File: src/hw/drt_pkg.sv
// constants and carrier types for the dscp priority remap table
// assumes one clock domain and a 32-bit axi4-lite register bus
package drt_pkg;

  localparam int          ADDR_W        = 12;
  localparam int          DATA_W        = 32;
  localparam int          IDX_W         = 10;
  localparam int          IDX_LSB       = 2;
  localparam int          DSCP_W        = 6;
  localparam int          PRIO_W        = 3;
  localparam int          PAIR_W        = 5;
  localparam int          SLOT_W        = 4;
  localparam int          MAP_REGS      = 12;

  // register indices; byte address is four times the index
  localparam logic [9:0]  IDX_REMAP_EN  = 10'h33E;
  localparam logic [9:0]  IDX_STATUS    = 10'h33F;
  localparam logic [9:0]  IDX_MAP_FIRST = 10'h343;
  localparam logic [9:0]  IDX_MAP_LAST  = 10'h34E;
  localparam logic [9:0]  IDX_MAP_06_07 = 10'h343;
  localparam logic [9:0]  IDX_MAP_08_09 = 10'h344;
  localparam logic [9:0]  IDX_MAP_0A_0B = 10'h345;
  localparam logic [9:0]  IDX_MAP_0C_0D = 10'h346;
  localparam logic [9:0]  IDX_MAP_0E_0F = 10'h347;
  localparam logic [9:0]  IDX_MAP_10_11 = 10'h348;
  localparam logic [9:0]  IDX_MAP_12_13 = 10'h349;
  localparam logic [9:0]  IDX_MAP_14_15 = 10'h34A;
  localparam logic [9:0]  IDX_MAP_16_17 = 10'h34B;
  localparam logic [9:0]  IDX_MAP_18_19 = 10'h34C;
  localparam logic [9:0]  IDX_MAP_1A_1B = 10'h34D;
  localparam logic [9:0]  IDX_MAP_1C_1D = 10'h34E;

  // dscp[5:1] of the first and last covered code point pair
  localparam logic [4:0]  PAIR_FIRST    = 5'h03;
  localparam logic [4:0]  PAIR_LAST     = 5'h0E;
  localparam logic [4:0]  PAIR_06_07    = 5'h03;
  localparam logic [4:0]  PAIR_08_09    = 5'h04;
  localparam logic [4:0]  PAIR_0A_0B    = 5'h05;
  localparam logic [4:0]  PAIR_0C_0D    = 5'h06;
  localparam logic [4:0]  PAIR_0E_0F    = 5'h07;
  localparam logic [4:0]  PAIR_10_11    = 5'h08;
  localparam logic [4:0]  PAIR_12_13    = 5'h09;
  localparam logic [4:0]  PAIR_14_15    = 5'h0A;
  localparam logic [4:0]  PAIR_16_17    = 5'h0B;
  localparam logic [4:0]  PAIR_18_19    = 5'h0C;
  localparam logic [4:0]  PAIR_1A_1B    = 5'h0D;
  localparam logic [4:0]  PAIR_1C_1D    = 5'h0E;

  // storage slot of each map register
  localparam logic [3:0]  SLOT_06_07    = 4'h0;
  localparam logic [3:0]  SLOT_08_09    = 4'h1;
  localparam logic [3:0]  SLOT_0A_0B    = 4'h2;
  localparam logic [3:0]  SLOT_0C_0D    = 4'h3;
  localparam logic [3:0]  SLOT_0E_0F    = 4'h4;
  localparam logic [3:0]  SLOT_10_11    = 4'h5;
  localparam logic [3:0]  SLOT_12_13    = 4'h6;
  localparam logic [3:0]  SLOT_14_15    = 4'h7;
  localparam logic [3:0]  SLOT_16_17    = 4'h8;
  localparam logic [3:0]  SLOT_18_19    = 4'h9;
  localparam logic [3:0]  SLOT_1A_1B    = 4'hA;
  localparam logic [3:0]  SLOT_1C_1D    = 4'hB;

  // field positions inside the map, enable and status registers, and of the dscp class bits
  localparam int          LO_LSB        = 0;
  localparam int          HI_LSB        = 4;
  localparam int          REMAP_EN_BIT  = 0;
  localparam int          ST_PRIO_LSB   = 0;
  localparam int          ST_REMAP_BIT  = 3;
  localparam int          ST_DSCP_LSB   = 8;
  localparam int          CLASS_LSB     = 3;

  localparam logic [2:0]  MAP_RESET     = 3'h0;
  localparam logic        REMAP_EN_RST  = 1'b0;

  localparam logic [1:0]  RESP_OKAY     = 2'h0;
  localparam logic [1:0]  RESP_DECERR   = 2'h3;

  typedef struct packed {
    logic             valid;
    logic [DSCP_W-1:0] dscp;
  } drt_dscp_req_s;

  typedef struct packed {
    logic             valid;
    logic             remapped;
    logic [PRIO_W-1:0] prio;
  } drt_prio_rsp_s;

  typedef struct packed {
    logic              hit;
    logic [SLOT_W-1:0] slot;
  } drt_slot_s;

endpackage

File: src/hw/drt_remap_table.sv
// dscp to internal priority remap table with axi4-lite register access
// assumes the classifier request comes from logic on clk_sys, so it is not synchronised
// What this block does
// - dscp 0x06 uses bits 2:0, 0x07 bits 6:4 of first map register; reset zero.
// - dscp 0x08 and 0x09 use low and high fields at index 0x344.
// - dscp 0x0A and 0x0B use low and high fields at index 0x345.
// - dscp 0x0C and 0x0D use low and high fields of fourth register.
// - dscp 0x0E and 0x0F use low and high fields at index 0x347.
// - dscp 0x10 and 0x11 use low and high fields at index 0x348.
// - dscp 0x12 and 0x13 use low and high fields at index 0x349.
// - dscp 0x14 and 0x15 use low and high fields at index 0x34A.
// - dscp 0x16 and 0x17 use low and high fields at index 0x34B.
// - dscp 0x18 and 0x19 use low and high fields at index 0x34C.
// - dscp 0x1A and 0x1B use low and high fields at index 0x34D.
// - dscp 0x1C and 0x1D use low and high fields of twelfth register.
// - with remap enabled, priority of dscp 0x06 to 0x1D comes from the map registers; other code points use dscp bits 5:3.
// - with remap disabled, priority is dscp bits 5:3 directly.
`timescale 1ns/10ps
module drt_remap_table (
  input  wire logic                  clk_sys,
  input  wire logic                  reset,
  input  wire logic [11:0]           s_axi_awaddr,
  input  wire logic                  s_axi_awvalid,
  output logic                       s_axi_awready,
  input  wire logic [31:0]           s_axi_wdata,
  input  wire logic [3:0]            s_axi_wstrb,
  input  wire logic                  s_axi_wvalid,
  output logic                       s_axi_wready,
  output logic [1:0]                 s_axi_bresp,
  output logic                       s_axi_bvalid,
  input  wire logic                  s_axi_bready,
  input  wire logic [11:0]           s_axi_araddr,
  input  wire logic                  s_axi_arvalid,
  output logic                       s_axi_arready,
  output logic [31:0]                s_axi_rdata,
  output logic [1:0]                 s_axi_rresp,
  output logic                       s_axi_rvalid,
  input  wire logic                  s_axi_rready,
  input  wire drt_pkg::drt_dscp_req_s cls_req,
  output drt_pkg::drt_prio_rsp_s     cls_rsp
);
  import drt_pkg::*;

  logic [PRIO_W-1:0]  map_lo_q [MAP_REGS];
  logic [PRIO_W-1:0]  map_hi_q [MAP_REGS];
  logic               remap_en_q;
  logic               aw_held_q;
  logic [IDX_W-1:0]   aw_idx_q;
  logic               w_held_q;
  logic [DATA_W-1:0]  wdata_q;
  logic               wlane0_q;
  logic               bvalid_q;
  logic [1:0]         bresp_q;
  logic               rvalid_q;
  logic [1:0]         rresp_q;
  logic [DATA_W-1:0]  rdata_q;
  drt_prio_rsp_s      rsp_q;
  logic [DSCP_W-1:0]  last_dscp_q;
  logic               do_write;
  logic [IDX_W-1:0]   ar_idx;
  logic [PAIR_W-1:0]  req_pair;
  logic               req_covered;
  logic [SLOT_W-1:0]  req_slot;
  logic [PRIO_W-1:0]  table_prio;
  drt_prio_rsp_s      rsp_d;
  drt_slot_s          aw_sel;
  drt_slot_s          ar_sel;
  drt_slot_s          req_sel;

  function automatic logic is_map(input logic [IDX_W-1:0] idx);
    return (idx >= IDX_MAP_FIRST) && (idx <= IDX_MAP_LAST);
  endfunction

  function automatic logic is_mapped(input logic [IDX_W-1:0] idx);
    return is_map(idx) || (idx == IDX_REMAP_EN) || (idx == IDX_STATUS);
  endfunction

  // one decode per register keeps each bus index tied to its code point pair
  function automatic drt_slot_s reg_slot(input logic [IDX_W-1:0] idx);
    drt_slot_s sel;
    sel = '0;
    unique case (idx)
      IDX_MAP_06_07: begin
        sel.hit  = 1'b1;
        sel.slot = SLOT_06_07;
      end

      IDX_MAP_08_09: begin
        sel.hit  = 1'b1;
        sel.slot = SLOT_08_09;
      end

      IDX_MAP_0A_0B: begin
        sel.hit  = 1'b1;
        sel.slot = SLOT_0A_0B;
      end

      IDX_MAP_0C_0D: begin
        sel.hit  = 1'b1;
        sel.slot = SLOT_0C_0D;
      end

      IDX_MAP_0E_0F: begin
        sel.hit  = 1'b1;
        sel.slot = SLOT_0E_0F;
      end

      IDX_MAP_10_11: begin
        sel.hit  = 1'b1;
        sel.slot = SLOT_10_11;
      end

      IDX_MAP_12_13: begin
        sel.hit  = 1'b1;
        sel.slot = SLOT_12_13;
      end

      IDX_MAP_14_15: begin
        sel.hit  = 1'b1;
        sel.slot = SLOT_14_15;
      end

      IDX_MAP_16_17: begin
        sel.hit  = 1'b1;
        sel.slot = SLOT_16_17;
      end

      IDX_MAP_18_19: begin
        sel.hit  = 1'b1;
        sel.slot = SLOT_18_19;
      end

      IDX_MAP_1A_1B: begin
        sel.hit  = 1'b1;
        sel.slot = SLOT_1A_1B;
      end

      IDX_MAP_1C_1D: begin
        sel.hit  = 1'b1;
        sel.slot = SLOT_1C_1D;
      end
      default: begin
        sel = '0;
      end
    endcase
    return sel;
  endfunction

  function automatic drt_slot_s pair_slot(input logic [PAIR_W-1:0] pair);
    drt_slot_s sel;
    sel = '0;
    unique case (pair)
      PAIR_06_07: begin
        sel.hit  = 1'b1;
        sel.slot = SLOT_06_07;
      end

      PAIR_08_09: begin
        sel.hit  = 1'b1;
        sel.slot = SLOT_08_09;
      end

      PAIR_0A_0B: begin
        sel.hit  = 1'b1;
        sel.slot = SLOT_0A_0B;
      end

      PAIR_0C_0D: begin
        sel.hit  = 1'b1;
        sel.slot = SLOT_0C_0D;
      end

      PAIR_0E_0F: begin
        sel.hit  = 1'b1;
        sel.slot = SLOT_0E_0F;
      end

      PAIR_10_11: begin
        sel.hit  = 1'b1;
        sel.slot = SLOT_10_11;
      end

      PAIR_12_13: begin
        sel.hit  = 1'b1;
        sel.slot = SLOT_12_13;
      end

      PAIR_14_15: begin
        sel.hit  = 1'b1;
        sel.slot = SLOT_14_15;
      end

      PAIR_16_17: begin
        sel.hit  = 1'b1;
        sel.slot = SLOT_16_17;
      end

      PAIR_18_19: begin
        sel.hit  = 1'b1;
        sel.slot = SLOT_18_19;
      end

      PAIR_1A_1B: begin
        sel.hit  = 1'b1;
        sel.slot = SLOT_1A_1B;
      end

      PAIR_1C_1D: begin
        sel.hit  = 1'b1;
        sel.slot = SLOT_1C_1D;
      end
      default: begin
        sel = '0;
      end
    endcase
    return sel;
  endfunction

  // write address and data are taken in either order; no new beat until bvalid is retired
  assign s_axi_awready = !aw_held_q && !bvalid_q;
  assign s_axi_wready  = !w_held_q && !bvalid_q;
  assign s_axi_bvalid  = bvalid_q;
  assign s_axi_bresp   = bresp_q;
  assign s_axi_arready = !rvalid_q;
  assign s_axi_rvalid  = rvalid_q;
  assign s_axi_rresp   = rresp_q;
  assign s_axi_rdata   = rdata_q;
  assign cls_rsp       = rsp_q;

  assign do_write = aw_held_q && w_held_q && !bvalid_q;
  assign ar_idx   = s_axi_araddr[IDX_LSB +: IDX_W];
  assign aw_sel   = reg_slot(aw_idx_q);
  assign ar_sel   = reg_slot(ar_idx);

  always_ff @(posedge clk_sys) begin
    if (reset) begin
      aw_held_q <= 1'b0;
      aw_idx_q  <= '0;
    end else if (s_axi_awvalid && s_axi_awready) begin
      aw_held_q <= 1'b1;
      aw_idx_q  <= s_axi_awaddr[IDX_LSB +: IDX_W];
    end else if (do_write) begin
      aw_held_q <= 1'b0;
    end
  end

  always_ff @(posedge clk_sys) begin
    if (reset) begin
      w_held_q <= 1'b0;
      wdata_q  <= '0;
      wlane0_q <= 1'b0;
    end else if (s_axi_wvalid && s_axi_wready) begin
      w_held_q <= 1'b1;
      wdata_q  <= s_axi_wdata;
      wlane0_q <= s_axi_wstrb[0];
    end else if (do_write) begin
      w_held_q <= 1'b0;
    end
  end

  always_ff @(posedge clk_sys) begin
    if (reset) begin
      bvalid_q <= 1'b0;
      bresp_q  <= RESP_OKAY;
    end else if (do_write) begin
      bvalid_q <= 1'b1;
      bresp_q  <= is_mapped(aw_idx_q) ? RESP_OKAY : RESP_DECERR;
    end else if (s_axi_bready) begin
      bvalid_q <= 1'b0;
    end
  end

  // only byte lane 0 carries writable register bits; bits 7 and 3 are simply not stored
  always_ff @(posedge clk_sys) begin
    if (reset) begin
      for (int i = 0; i < MAP_REGS; i++) begin
        map_lo_q[i] <= MAP_RESET;
        map_hi_q[i] <= MAP_RESET;
      end
    end else if (do_write && wlane0_q && aw_sel.hit) begin
      map_lo_q[aw_sel.slot] <= wdata_q[LO_LSB +: PRIO_W];
      map_hi_q[aw_sel.slot] <= wdata_q[HI_LSB +: PRIO_W];
    end
  end

  always_ff @(posedge clk_sys) begin
    if (reset) begin
      remap_en_q <= REMAP_EN_RST;
    end else if (do_write && wlane0_q && (aw_idx_q == IDX_REMAP_EN)) begin
      remap_en_q <= wdata_q[REMAP_EN_BIT];
    end
  end

  always_ff @(posedge clk_sys) begin
    if (reset) begin
      rvalid_q <= 1'b0;
      rresp_q  <= RESP_OKAY;
      rdata_q  <= '0;
    end else if (s_axi_arvalid && s_axi_arready) begin
      rvalid_q <= 1'b1;
      rresp_q  <= is_mapped(ar_idx) ? RESP_OKAY : RESP_DECERR;
      rdata_q  <= '0;
      if (ar_sel.hit) begin
        rdata_q[LO_LSB +: PRIO_W] <= map_lo_q[ar_sel.slot];
        rdata_q[HI_LSB +: PRIO_W] <= map_hi_q[ar_sel.slot];
      end else if (ar_idx == IDX_REMAP_EN) begin
        rdata_q[REMAP_EN_BIT] <= remap_en_q;
      end else if (ar_idx == IDX_STATUS) begin
        rdata_q[ST_PRIO_LSB +: PRIO_W] <= rsp_q.prio;
        rdata_q[ST_REMAP_BIT]          <= rsp_q.remapped;
        rdata_q[ST_DSCP_LSB +: DSCP_W] <= last_dscp_q;
      end
    end else if (s_axi_rready) begin
      rvalid_q <= 1'b0;
    end
  end

  // lookup reads the table directly, so a write retired before the request is seen at once
  assign req_pair    = cls_req.dscp[DSCP_W-1:1];
  assign req_sel     = pair_slot(req_pair);
  assign req_covered = req_sel.hit;
  assign req_slot    = req_sel.slot;
  assign table_prio  = cls_req.dscp[0] ? map_hi_q[req_slot] : map_lo_q[req_slot];

  // code points outside this table fall back to the class bits even with remap on
  always_comb begin
    rsp_d.valid = cls_req.valid;
    if (remap_en_q && req_covered) begin
      rsp_d.remapped = 1'b1;
      rsp_d.prio     = table_prio;
    end else begin
      rsp_d.remapped = 1'b0;
      rsp_d.prio     = cls_req.dscp[CLASS_LSB +: PRIO_W];
    end
  end

  always_ff @(posedge clk_sys) begin
    if (reset) begin
      rsp_q <= '0;
    end else begin
      rsp_q.valid <= rsp_d.valid;
      if (cls_req.valid) begin
        rsp_q.remapped <= rsp_d.remapped;
        rsp_q.prio     <= rsp_d.prio;
      end
    end
  end

  always_ff @(posedge clk_sys) begin
    if (reset) begin
      last_dscp_q <= '0;
    end else if (cls_req.valid) begin
      last_dscp_q <= cls_req.dscp;
    end
  end

endmodule

File: config.mk
export PLATFORM = sky130hd
export DESIGN_NAME = drt_remap_table
export DESIGN_NICKNAME = d
export VERILOG_FILES = /design/src/hw/drt_pkg.sv /design/src/hw/drt_remap_table.sv
export SDC_FILE = /design/constraint.sdc
export NUM_CORES = 1
export LEC_CHECK = 0
export ABC_AREA = 1
export BUFFER_PORTS_ARGS = -buffer_cell sky130_fd_sc_hd__clkbuf_2
export CORE_MARGIN = 5
export CORE_UTILIZATION = 51
export DETAILED_ROUTE_END_ITERATION = 7
export GPL_TIMING_DRIVEN = 1
export PLACE_DENSITY_LB_ADDON = 0.08
export SLEW_MARGIN = 20
export SYNTH_ARGS = -nofsm -noshare
export SYNTH_HDL_FRONTEND = slang
export SYNTH_SLANG_ARGS = --single-unit
File: constraint.sdc
create_clock -name clk_sys -period 1.8 [get_ports clk_sys]
set_input_delay 0.36 -clock clk_sys [delete_from_list [all_inputs] [get_ports clk_sys]]
set_output_delay 0.36 -clock clk_sys [all_outputs]
set_load 0.01 [all_outputs]
==> results of run 1 <==
-- power by group --
group	total (mW)	switching [mW]	internal, mW
Sequential	3.10	0.0699	3.03
Clock	3.45	1.20	2.25
Combinational	0.958	0.625	0.333
-- stage by stage --
step                instances  worst slack, ns  hold slack, ns  utilization, %
finish                   1220          -0.1185          0.2088           68.70
global route             1220          -0.2259          0.2007           68.70
CTS                      1217         -0.07637          0.1896           66.16
detailed placement       1178          -0.2049          0.4492           60.15
global placement         1178          -0.1887          0.4394           60.15
floorplan                 905         0.005003          0.4301               -
-- synthesized netlist by cell type (all sizes together) (2+ instances only) --
cell type and count:
a22o 2, nand4 3, o2111ai 3, edfxtp 72, buf 46, clkbuf 17, nand2 208, a21oi 50
nand3 144, o211ai 16, or2 3, o21ai 37, nor2 114, inv 106, nand3b 3, dfxtp 48
nor3 4, o21bai 2
-- flip-flops by register name, indices dropped and copies added, names as in the netlist --
signal,cells
remap_en_q,1
cls_rsp,5
map_hi_q,36
aw_idx_q,10
aw_held_q,1
s_axi_rvalid,1
wdata_q,6
wlane0_q,1
s_axi_bvalid,1
map_lo_q,36
s_axi_rresp,1
s_axi_rdata,13
s_axi_bresp,1
w_held_q,1
last_dscp_q,6
-- cells by family (layout without fill, tap and decap cells) --
kind of cell	Yosys count	after routing	synth area share, %
simple gates	481	481	31.48
buf+inv	170	309	11.95
flops	120	120	46.30
compound gates	114	114	10.04
fa+ha+maj	1	1	0.1855
other cells	1	19	0.05559
-- layer usage --
layer,global-route usage (%),vias to the layer above
li1,-,3180
met1,32.95,3113
met5,0,-
met4,7.398,0
met3,6.525,36
met2,44.92,265
-- worst min-delay path by stage --
stage | from | end | slack, ns
global placement | aw_idx_q[7] | aw_idx_q[7] | 0.44
floorplan | aw_idx_q[7] | aw_idx_q[7] | 0.43
global route | s_axi_awaddr[8] | aw_idx_q[6] | 0.20
CTS | s_axi_awaddr[8] | aw_idx_q[6] | 0.19
finish | s_axi_awaddr[8] | aw_idx_q[6] | 0.21
detailed placement | aw_idx_q[7] | aw_idx_q[7] | 0.45
-- final cells by class --
| cell class | count | area (sq um) | share of cell area (%) |
|---|---|---|---|
| well taps | 176 | 220.2 | 2.450 |
| flip-flops and latches | 120 | 3129 | 34.81 |
| inverters | 107 | 404.1 | 4.495 |
| repair buffers | 170 | 1285 | 14.29 |
| clock buffers | 23 | 469.2 | 5.219 |
| multi-input cells | 615 | 3358 | 37.36 |
| clock inverters | 9 | 123.9 | 1.378 |
-- critical path, delay by kind of cell (launching register included) --
family / cells / cell delay (ns)
buffers and inverters: 3 / 0.35
AOI/OAI and AO/OA: 2 / 0.18
DFF: 1 / 0.31
and+or+nand+nor: 6 / 0.78
-- repair_timing --
action                                  in CTS  in global routing
pin swaps                                    9                  9
gates resized for setup                     37                 86
endpoints found under the setup margin     121                145
buffers inserted                             7                  3
hold endpoints to repair                     0                  0
==> summary.md, run 1 <==
| Metric | Value |
|---|---|
| Status | finished, violations left |
| Failing checks | setup timing |
| Die Wd | 125.0 um |
| Most common cell after layout, fill and taps aside | nand2_1 |
| Top post-synthesis cells by area | edfxtp_1 32%, dfxtp_1 14%, nand2_1 11% |
| Core area | ~13000 sq um |
| Crit path time final | 1.919 ns |
| WL per Instance | 17.05 um |
| GPL Wtd Cong | approximately 0.94 |
| Period utilization | 106.6% |
| Tightest Pin Transition | about 1.1 ns |
| Clk sinks | 120 |
| Leak Pwr | between 4 and 5 nW |
| Reg clk slew, reported paths | around 0.05 ns |
| Cell at the slowest stage of the critical path | dfxtp_2 |
| Setup TNS | -7.604 ns |
| Post-Route WL | between 20 and 25 mm |
| R2R Path End | map_hi_q[7][2] |
| Sequential area share after synthesis | ~46% |
| Arr. time, crit path | 2.04 ns |
| Final Instance Area | roughly 9000 sq um |
| Hold path depth | 3 |
| WL met2 | 10.30 mm |
| Crit-path cells | inv_2 > nand3_2 > nor2_1 > buf_4 > o211ai_1 > buf_4 > nand3_4 > o21ai_4 > nor2_4 > nand2_4 > nand2_4 |
| Initial antenna violation count | 0 |
| DRC Markers | 0 |
| Clock buffer depth | 2 |
| R2R Setup Slk | -0.12 ns |
| Synth Instances | between 800 and 900 |
| Total CTS buffers | 17 |
| Tightest Hold Check Type | primary input to register |
| Number of flops mapped to enable cells by yosys | 72 |
| CP Launch Type | register |
| Yosys top cell area share | between 30% and 40% |
| Mapped Area | ~6700 sq um |
| Commonest cells after routing, fill and taps aside | 176 x nand2_1, 139 x nand3_1, 96 x inv_1 |
| CP max FO | 6 |
| Starting Density | 51.55% |
| Post-Syn Area per Cell | 7.605 sq um |
| Die height | roughly 130 um |
| CP peak stage delay | ~0.31 ns |
| TritonRoute pass-1 iters | 5 |
| Overall global routing resource usage | between 20% and 30% |
| Worst setup path startpoint | aw_idx_q[5] |
| Area after DPL | ~7900 sq um |
| Asr flop ratio synth | 0% |
| Vias per cell | 5.405 |
| Layout cells sized above 1 | between 20% and 30% |
| Max cap viols | 0 |
| Htree depth | 4 |
| Worst setup margin | -0.1185 ns |
| RR Startpoint | aw_idx_q[5] |
| Row cnt | 42 |
| Via Count | roughly 6600 |
| Grt total ovfl | 0 |
| Final setup viols | 96 |
| Rel. slew slack | around 30% |
| DP HPWL | around 15 mm |
| # hold bufs at CTS | 0 |
| RSZ-0062 raised after global routing | true |
| Final Hold Viols | 0 |
| Nets | 1106 |
| Worst r2r path cells | 11 |
| Final Max Tran Viols | 0 |
| Vias in the first global route | 6272 |
| CTS tree | done |
| Crit. End Element | register |
| Synthesis Warnings | 0 |
| Area Growth Syn to Fin | 33.28% |
| Seq cells post-synth | 120 |
| Antenna Violating Nets Remaining | 0 |
| Max frequency | 0.5212 GHz |
| Port buffer count | 67 |
| Setup Crit Path Kind | register to register |
| Met1 wire length | between 8 and 9 mm |
| PwrDens | between 800 and 900 nW/um^2 |
| DRT iter0 DRCs | around 660 |
| Total Power | around 7.5 mW |
| Capture point of the critical path | map_hi_q[7][2] |
| Root Buffer | clkbuf_16 |
| Fillers | 1076 |
| Max VDD drop | about 0.7 mV |
| Worst-Skew Late Latency | just over 0.4 ns |
| Die Area | between 15000 and 20000 sq um |
| Clock skew | slightly below 0.008 ns |
| Met3 WL | 1.602 mm |
| Required @ worst endpoint | roughly 1.9 ns |
| Post-synth top flop | edfxtp_1 |
| Cell taking the most area after synthesis | edfxtp_1 |
| Yosys cell types | between 40 and 50 |
| First-pass GRT wire length | around 32 mm |
| # IOs | 120 |
| N_diodes | 0 |
| Highest metal layer with signal wires | met4 |
| Largest net degree at the start of global routing | 37 |
No activity file was read; power rests on OpenSTA's default activity.
==> run 2: changes to the inputs <==
--- a/config.mk
+++ b/config.mk
@@ -12,6 +12,7 @@
 export DETAILED_ROUTE_END_ITERATION = 7
 export GPL_TIMING_DRIVEN = 1
 export PLACE_DENSITY_LB_ADDON = 0.08
+export SETUP_SLACK_MARGIN = 0.3
 export SLEW_MARGIN = 20
 export SYNTH_ARGS = -nofsm -noshare
 export SYNTH_HDL_FRONTEND = slang
==> run 2 against run 1 <==
  * Utilization up 9.6 points
  * The run still ends with setup timing left
  * Global-route usage is 1.5 points higher
  * Count of clock-buffer cells in the layout is 2 lower
  * Register-to-register slack improved by 0.05 ns
  * Critical path depth unchanged
  * Largest power group unchanged
  * Power rose by 4.2%
  * Clock power is essentially flat
  * Largest cell class unchanged
  * Worst hold slack worse by 0.015 ns
  * Die area unchanged
==> summary.md, run 2 (synthesized netlist as in run 1, its figures left out) <==
| Metric | Value |
|---|---|
| WHS Endpoint | aw_idx_q[8] |
| Net Sw Frac | 27.08% (+1.8 points) |
| PwrDens | 762.3 nW/um^2 (-8.6%) |
| Htree depth | 4 (unchanged) |
| # hold bufs at CTS | 0 (unchanged) |
| Total CTS buffers | 17 (unchanged) |
| Largest net degree at the start of global routing | 37 (unchanged) |
| Status | finished, violations left |
| Clk sinks | 120 (unchanged) |
| Worst-Skew Late Latency | 0.42 ns (about the same) |
| CP Launch Type | register |
| Highest metal layer with signal wires | met4 |
| CTS tree | done |
| CP max FO | 8 (+2) |
| Die Area | 15630 sq um (unchanged) |
| Combinational share of power | 16.2% (+3.4 points) |
| Final Hold Viols | 0 (unchanged) |
| GPL Wtd Cong | 0.9298 (-1.3%) |
| Sequential cell fraction of total power | 39.7% (-1.6 points) |
| Area Growth Syn to Fin | 51.94% |
| Cell at the slowest stage of the critical path | dfxtp_2 |
| TritonRoute pass-1 iters | 6 (+1) |
| Crit path time final | 1.867 ns (-0.05186 ns) |
| Commonest cells after routing, fill and taps aside | 148 x nand2_1, 85 x inv_1, 76 x nand3_2 |
| DRC Markers | 0 (unchanged) |
| Max cap viols | 0 (unchanged) |
| Failing checks | setup timing |
| Setup Crit Path Kind | register to register |
| Period utilization | 103.7% (-2.9 points) |
| Initial antenna violation count | 0 (unchanged) |
| Antenna Violating Nets Remaining | 0 (unchanged) |
| Core area | 13090 sq um (unchanged) |
| Vias per cell | 5.667 (+4.8%) |
| DP HPWL | 14.62 mm (-2.8%) |
| Post-Route WL | 24.64 mm (+18%) |
| Vias in the first global route | 6597 (+5.2%) |
| Via Count | 7010 (+6.3%) |
| Met3 WL | 2.121 mm (+32%) |
| Setup TNS | -2.050 ns (+5.554 ns) |
| Reg clk slew, reported paths | 0.06 ns (about the same) |
| Tightest Pin Transition | 0.8738 ns (-0.1763 ns) |
| Met1 wire length | 9.327 mm (+10%) |
| CP bufs+invs | 4 (+1) |
| Switch Pwr | 2.116 mW (+12%) |
| Worst setup margin | -0.06668 ns (+0.05186 ns) |
| RR Startpoint | aw_idx_q[4] |
| Max VDD drop | 0.7786 mV (+11%) |
| Die Wd | 125.0 um (unchanged) |
| Leak Pwr | 4.457 nW (+9.5%) |
| Arr. time, crit path | 2.00 ns (-0.04 ns) |
| # IOs | 120 (unchanged) |
| R2R Setup Slk | -0.07 ns (+0.05 ns) |
| HP Start | s_axi_awaddr[10] |
| WL met2 | 12.13 mm (+18%) |
| Overall global routing resource usage | 27.70% (+1.5 points) |
| Nets | 1123 (+1.5%) |
| WL per Instance | 19.92 um (+17%) |
| Row cnt | 42 (unchanged) |
| R2R Path End | map_hi_q[3][1] |
| Port buffer count | 67 (unchanged) |
| Top delay family on crit path | simple AND/OR/NAND/NOR gates |
| Required @ worst endpoint | 1.94 ns (+0.02 ns) |
| Clock buffer depth | 2 (unchanged) |
| Final setup viols | 66 (-31%) |
| Most common cell after layout, fill and taps aside | nand2_1 |
| Max frequency | 0.5357 GHz (+2.8%) |
| Rel. slew slack | 41.68% (+12 points) |
| Power share of the clock group | 44.1% (-1.8 points) |
| Internal Power | 5.697 mW (+1.6%) |
| First-pass GRT wire length | 33.95 mm (+5.2%) |
| Root Buffer | clkbuf_16 |
| Final Max Tran Viols | 0 (unchanged) |
| Total Power | 7.813 mW (+4.2%) |
| Tightest Hold Check Type | primary input to register |
| Hold path depth | 3 (unchanged) |
| DRT iter0 DRCs | 622 (-6.2%) |
| CP peak stage delay | 0.33 ns (+0.02 ns) |
| Layout cells sized above 1 | 43.17% (+13 points) |
| Starting Density | 51.55% (unchanged) |
| N_diodes | 0 (unchanged) |
| Clock skew | 0.008659 ns (+0.0008314 ns) |
| Crit. End Element | register |
| Die height | 125.0 um (unchanged) |
| Crit-path cells | inv_2 > nand3_4 > nor2_4 > buf_6 > o211ai_1 > nand3_4 > buf_6 > nor2_4 > buf_12 > nand2_8 > nand2_8 |
| WP depth | 11 (unchanged) |
| RSZ-0062 raised after global routing | true |
| Worst r2r path cells | 11 (unchanged) |
| Grt total ovfl | 0 (unchanged) |
## run 2: cell types whose count changed in the layout (fill, tap and decap cells not counted), moves of 7 or more
cell      change
nand3_1      -78
clkbuf_2      -9
nand3_2      +72
inv_1        -11
buf_6        +14
nand2_8      +15
buf_4        -15
nand2_2      +21
nand2_1      -28
nor2_1        +7
o21ai_0       -7
## run 2: power groups by stage
stage,sequential (mW),clock [mW],combinational [mW]
after global placement,3.14,0,0.901
after detailed placement,3.15,0,0.922
after floorplan,3.13,0,0.579
after CTS,3.09,3.45,1.04
final,3.10,3.44,1.27
after global routing,3.11,3.61,1.34
## run 2: worst max path at each step
| stage | slack [ns] | from | endpoint |
|---|---|---|---|
| global route | -0.14 | aw_idx_q[4] | map_lo_q[3][1] |
| global placement | -0.19 | cls_req[1] | cls_rsp[1] |
| floorplan | 0.007 | aw_idx_q[5] | map_hi_q[0][0] |
| finish | -0.07 | aw_idx_q[4] | map_hi_q[3][1] |
| detailed placement | -0.21 | s_axi_araddr[6] | s_axi_rdata[6] |
| CTS | -0.05 | aw_idx_q[5] | map_hi_q[2][1] |
## run 2: worst register-to-register path: stages, from the launching register on
cell      delay [ns]
dfxtp_2         0.33
inv_2           0.05
nand3_4         0.08
nor2_4          0.04
buf_6           0.13
o211ai_1        0.18
nand3_4         0.14
buf_6           0.15
nor2_4          0.13
buf_12          0.15
nand2_8         0.09
nand2_8         0.12
## run 2: what timing repair did
| action | 4_1_cts | 5_1_grt |
|---|---|---|
| buffers inserted | 9 | 12 |
| pin swaps | 48 | 86 |
| endpoints found under the setup margin | 155 | 158 |
| gates resized for setup | 107 | 193 |
| cloned | 6 | 13 |
| hold endpoints to repair | 0 | 0 |
## run 2: layout make-up
cell class	instances	area, sq um
timing repair buffer	178	1667
clock buffer	21	481.7
sequential	120	3137
multi-input combinational	621	4111
timing repair inverter	3	35.03
clock inverter	11	117.6
tap	176	220.2
inverter	107	479.2
fill	886	2836
## run 2: per-stage QoR
| stage | instances | util (%) | cell area [sq um] | setup WS [ns] | hold WS [ns] |
|---|---|---|---|---|---|
| floorplan | 905 | - | 7047 | 0.007185 | 0.4301 |
| global placement | 1165 | 60.16 | 7873 | -0.1911 | 0.4407 |
| detailed placement | 1165 | 60.16 | 7873 | -0.2087 | 0.4448 |
| CTS | 1212 | 69.46 | 9089 | -0.05175 | 0.1914 |
| global route | 1237 | 78.32 | 10250 | -0.1376 | 0.2021 |
| finish | 1237 | 78.32 | 10250 | -0.06668 | 0.1934 |
## run 2: per-layer routing
layer  up-vias  global-route usage [%]
met3        97                   5.373
met2       362                   47.23
met1      3337                   35.19
met4         0                   10.01
met5         -                       0
li1       3214                       -
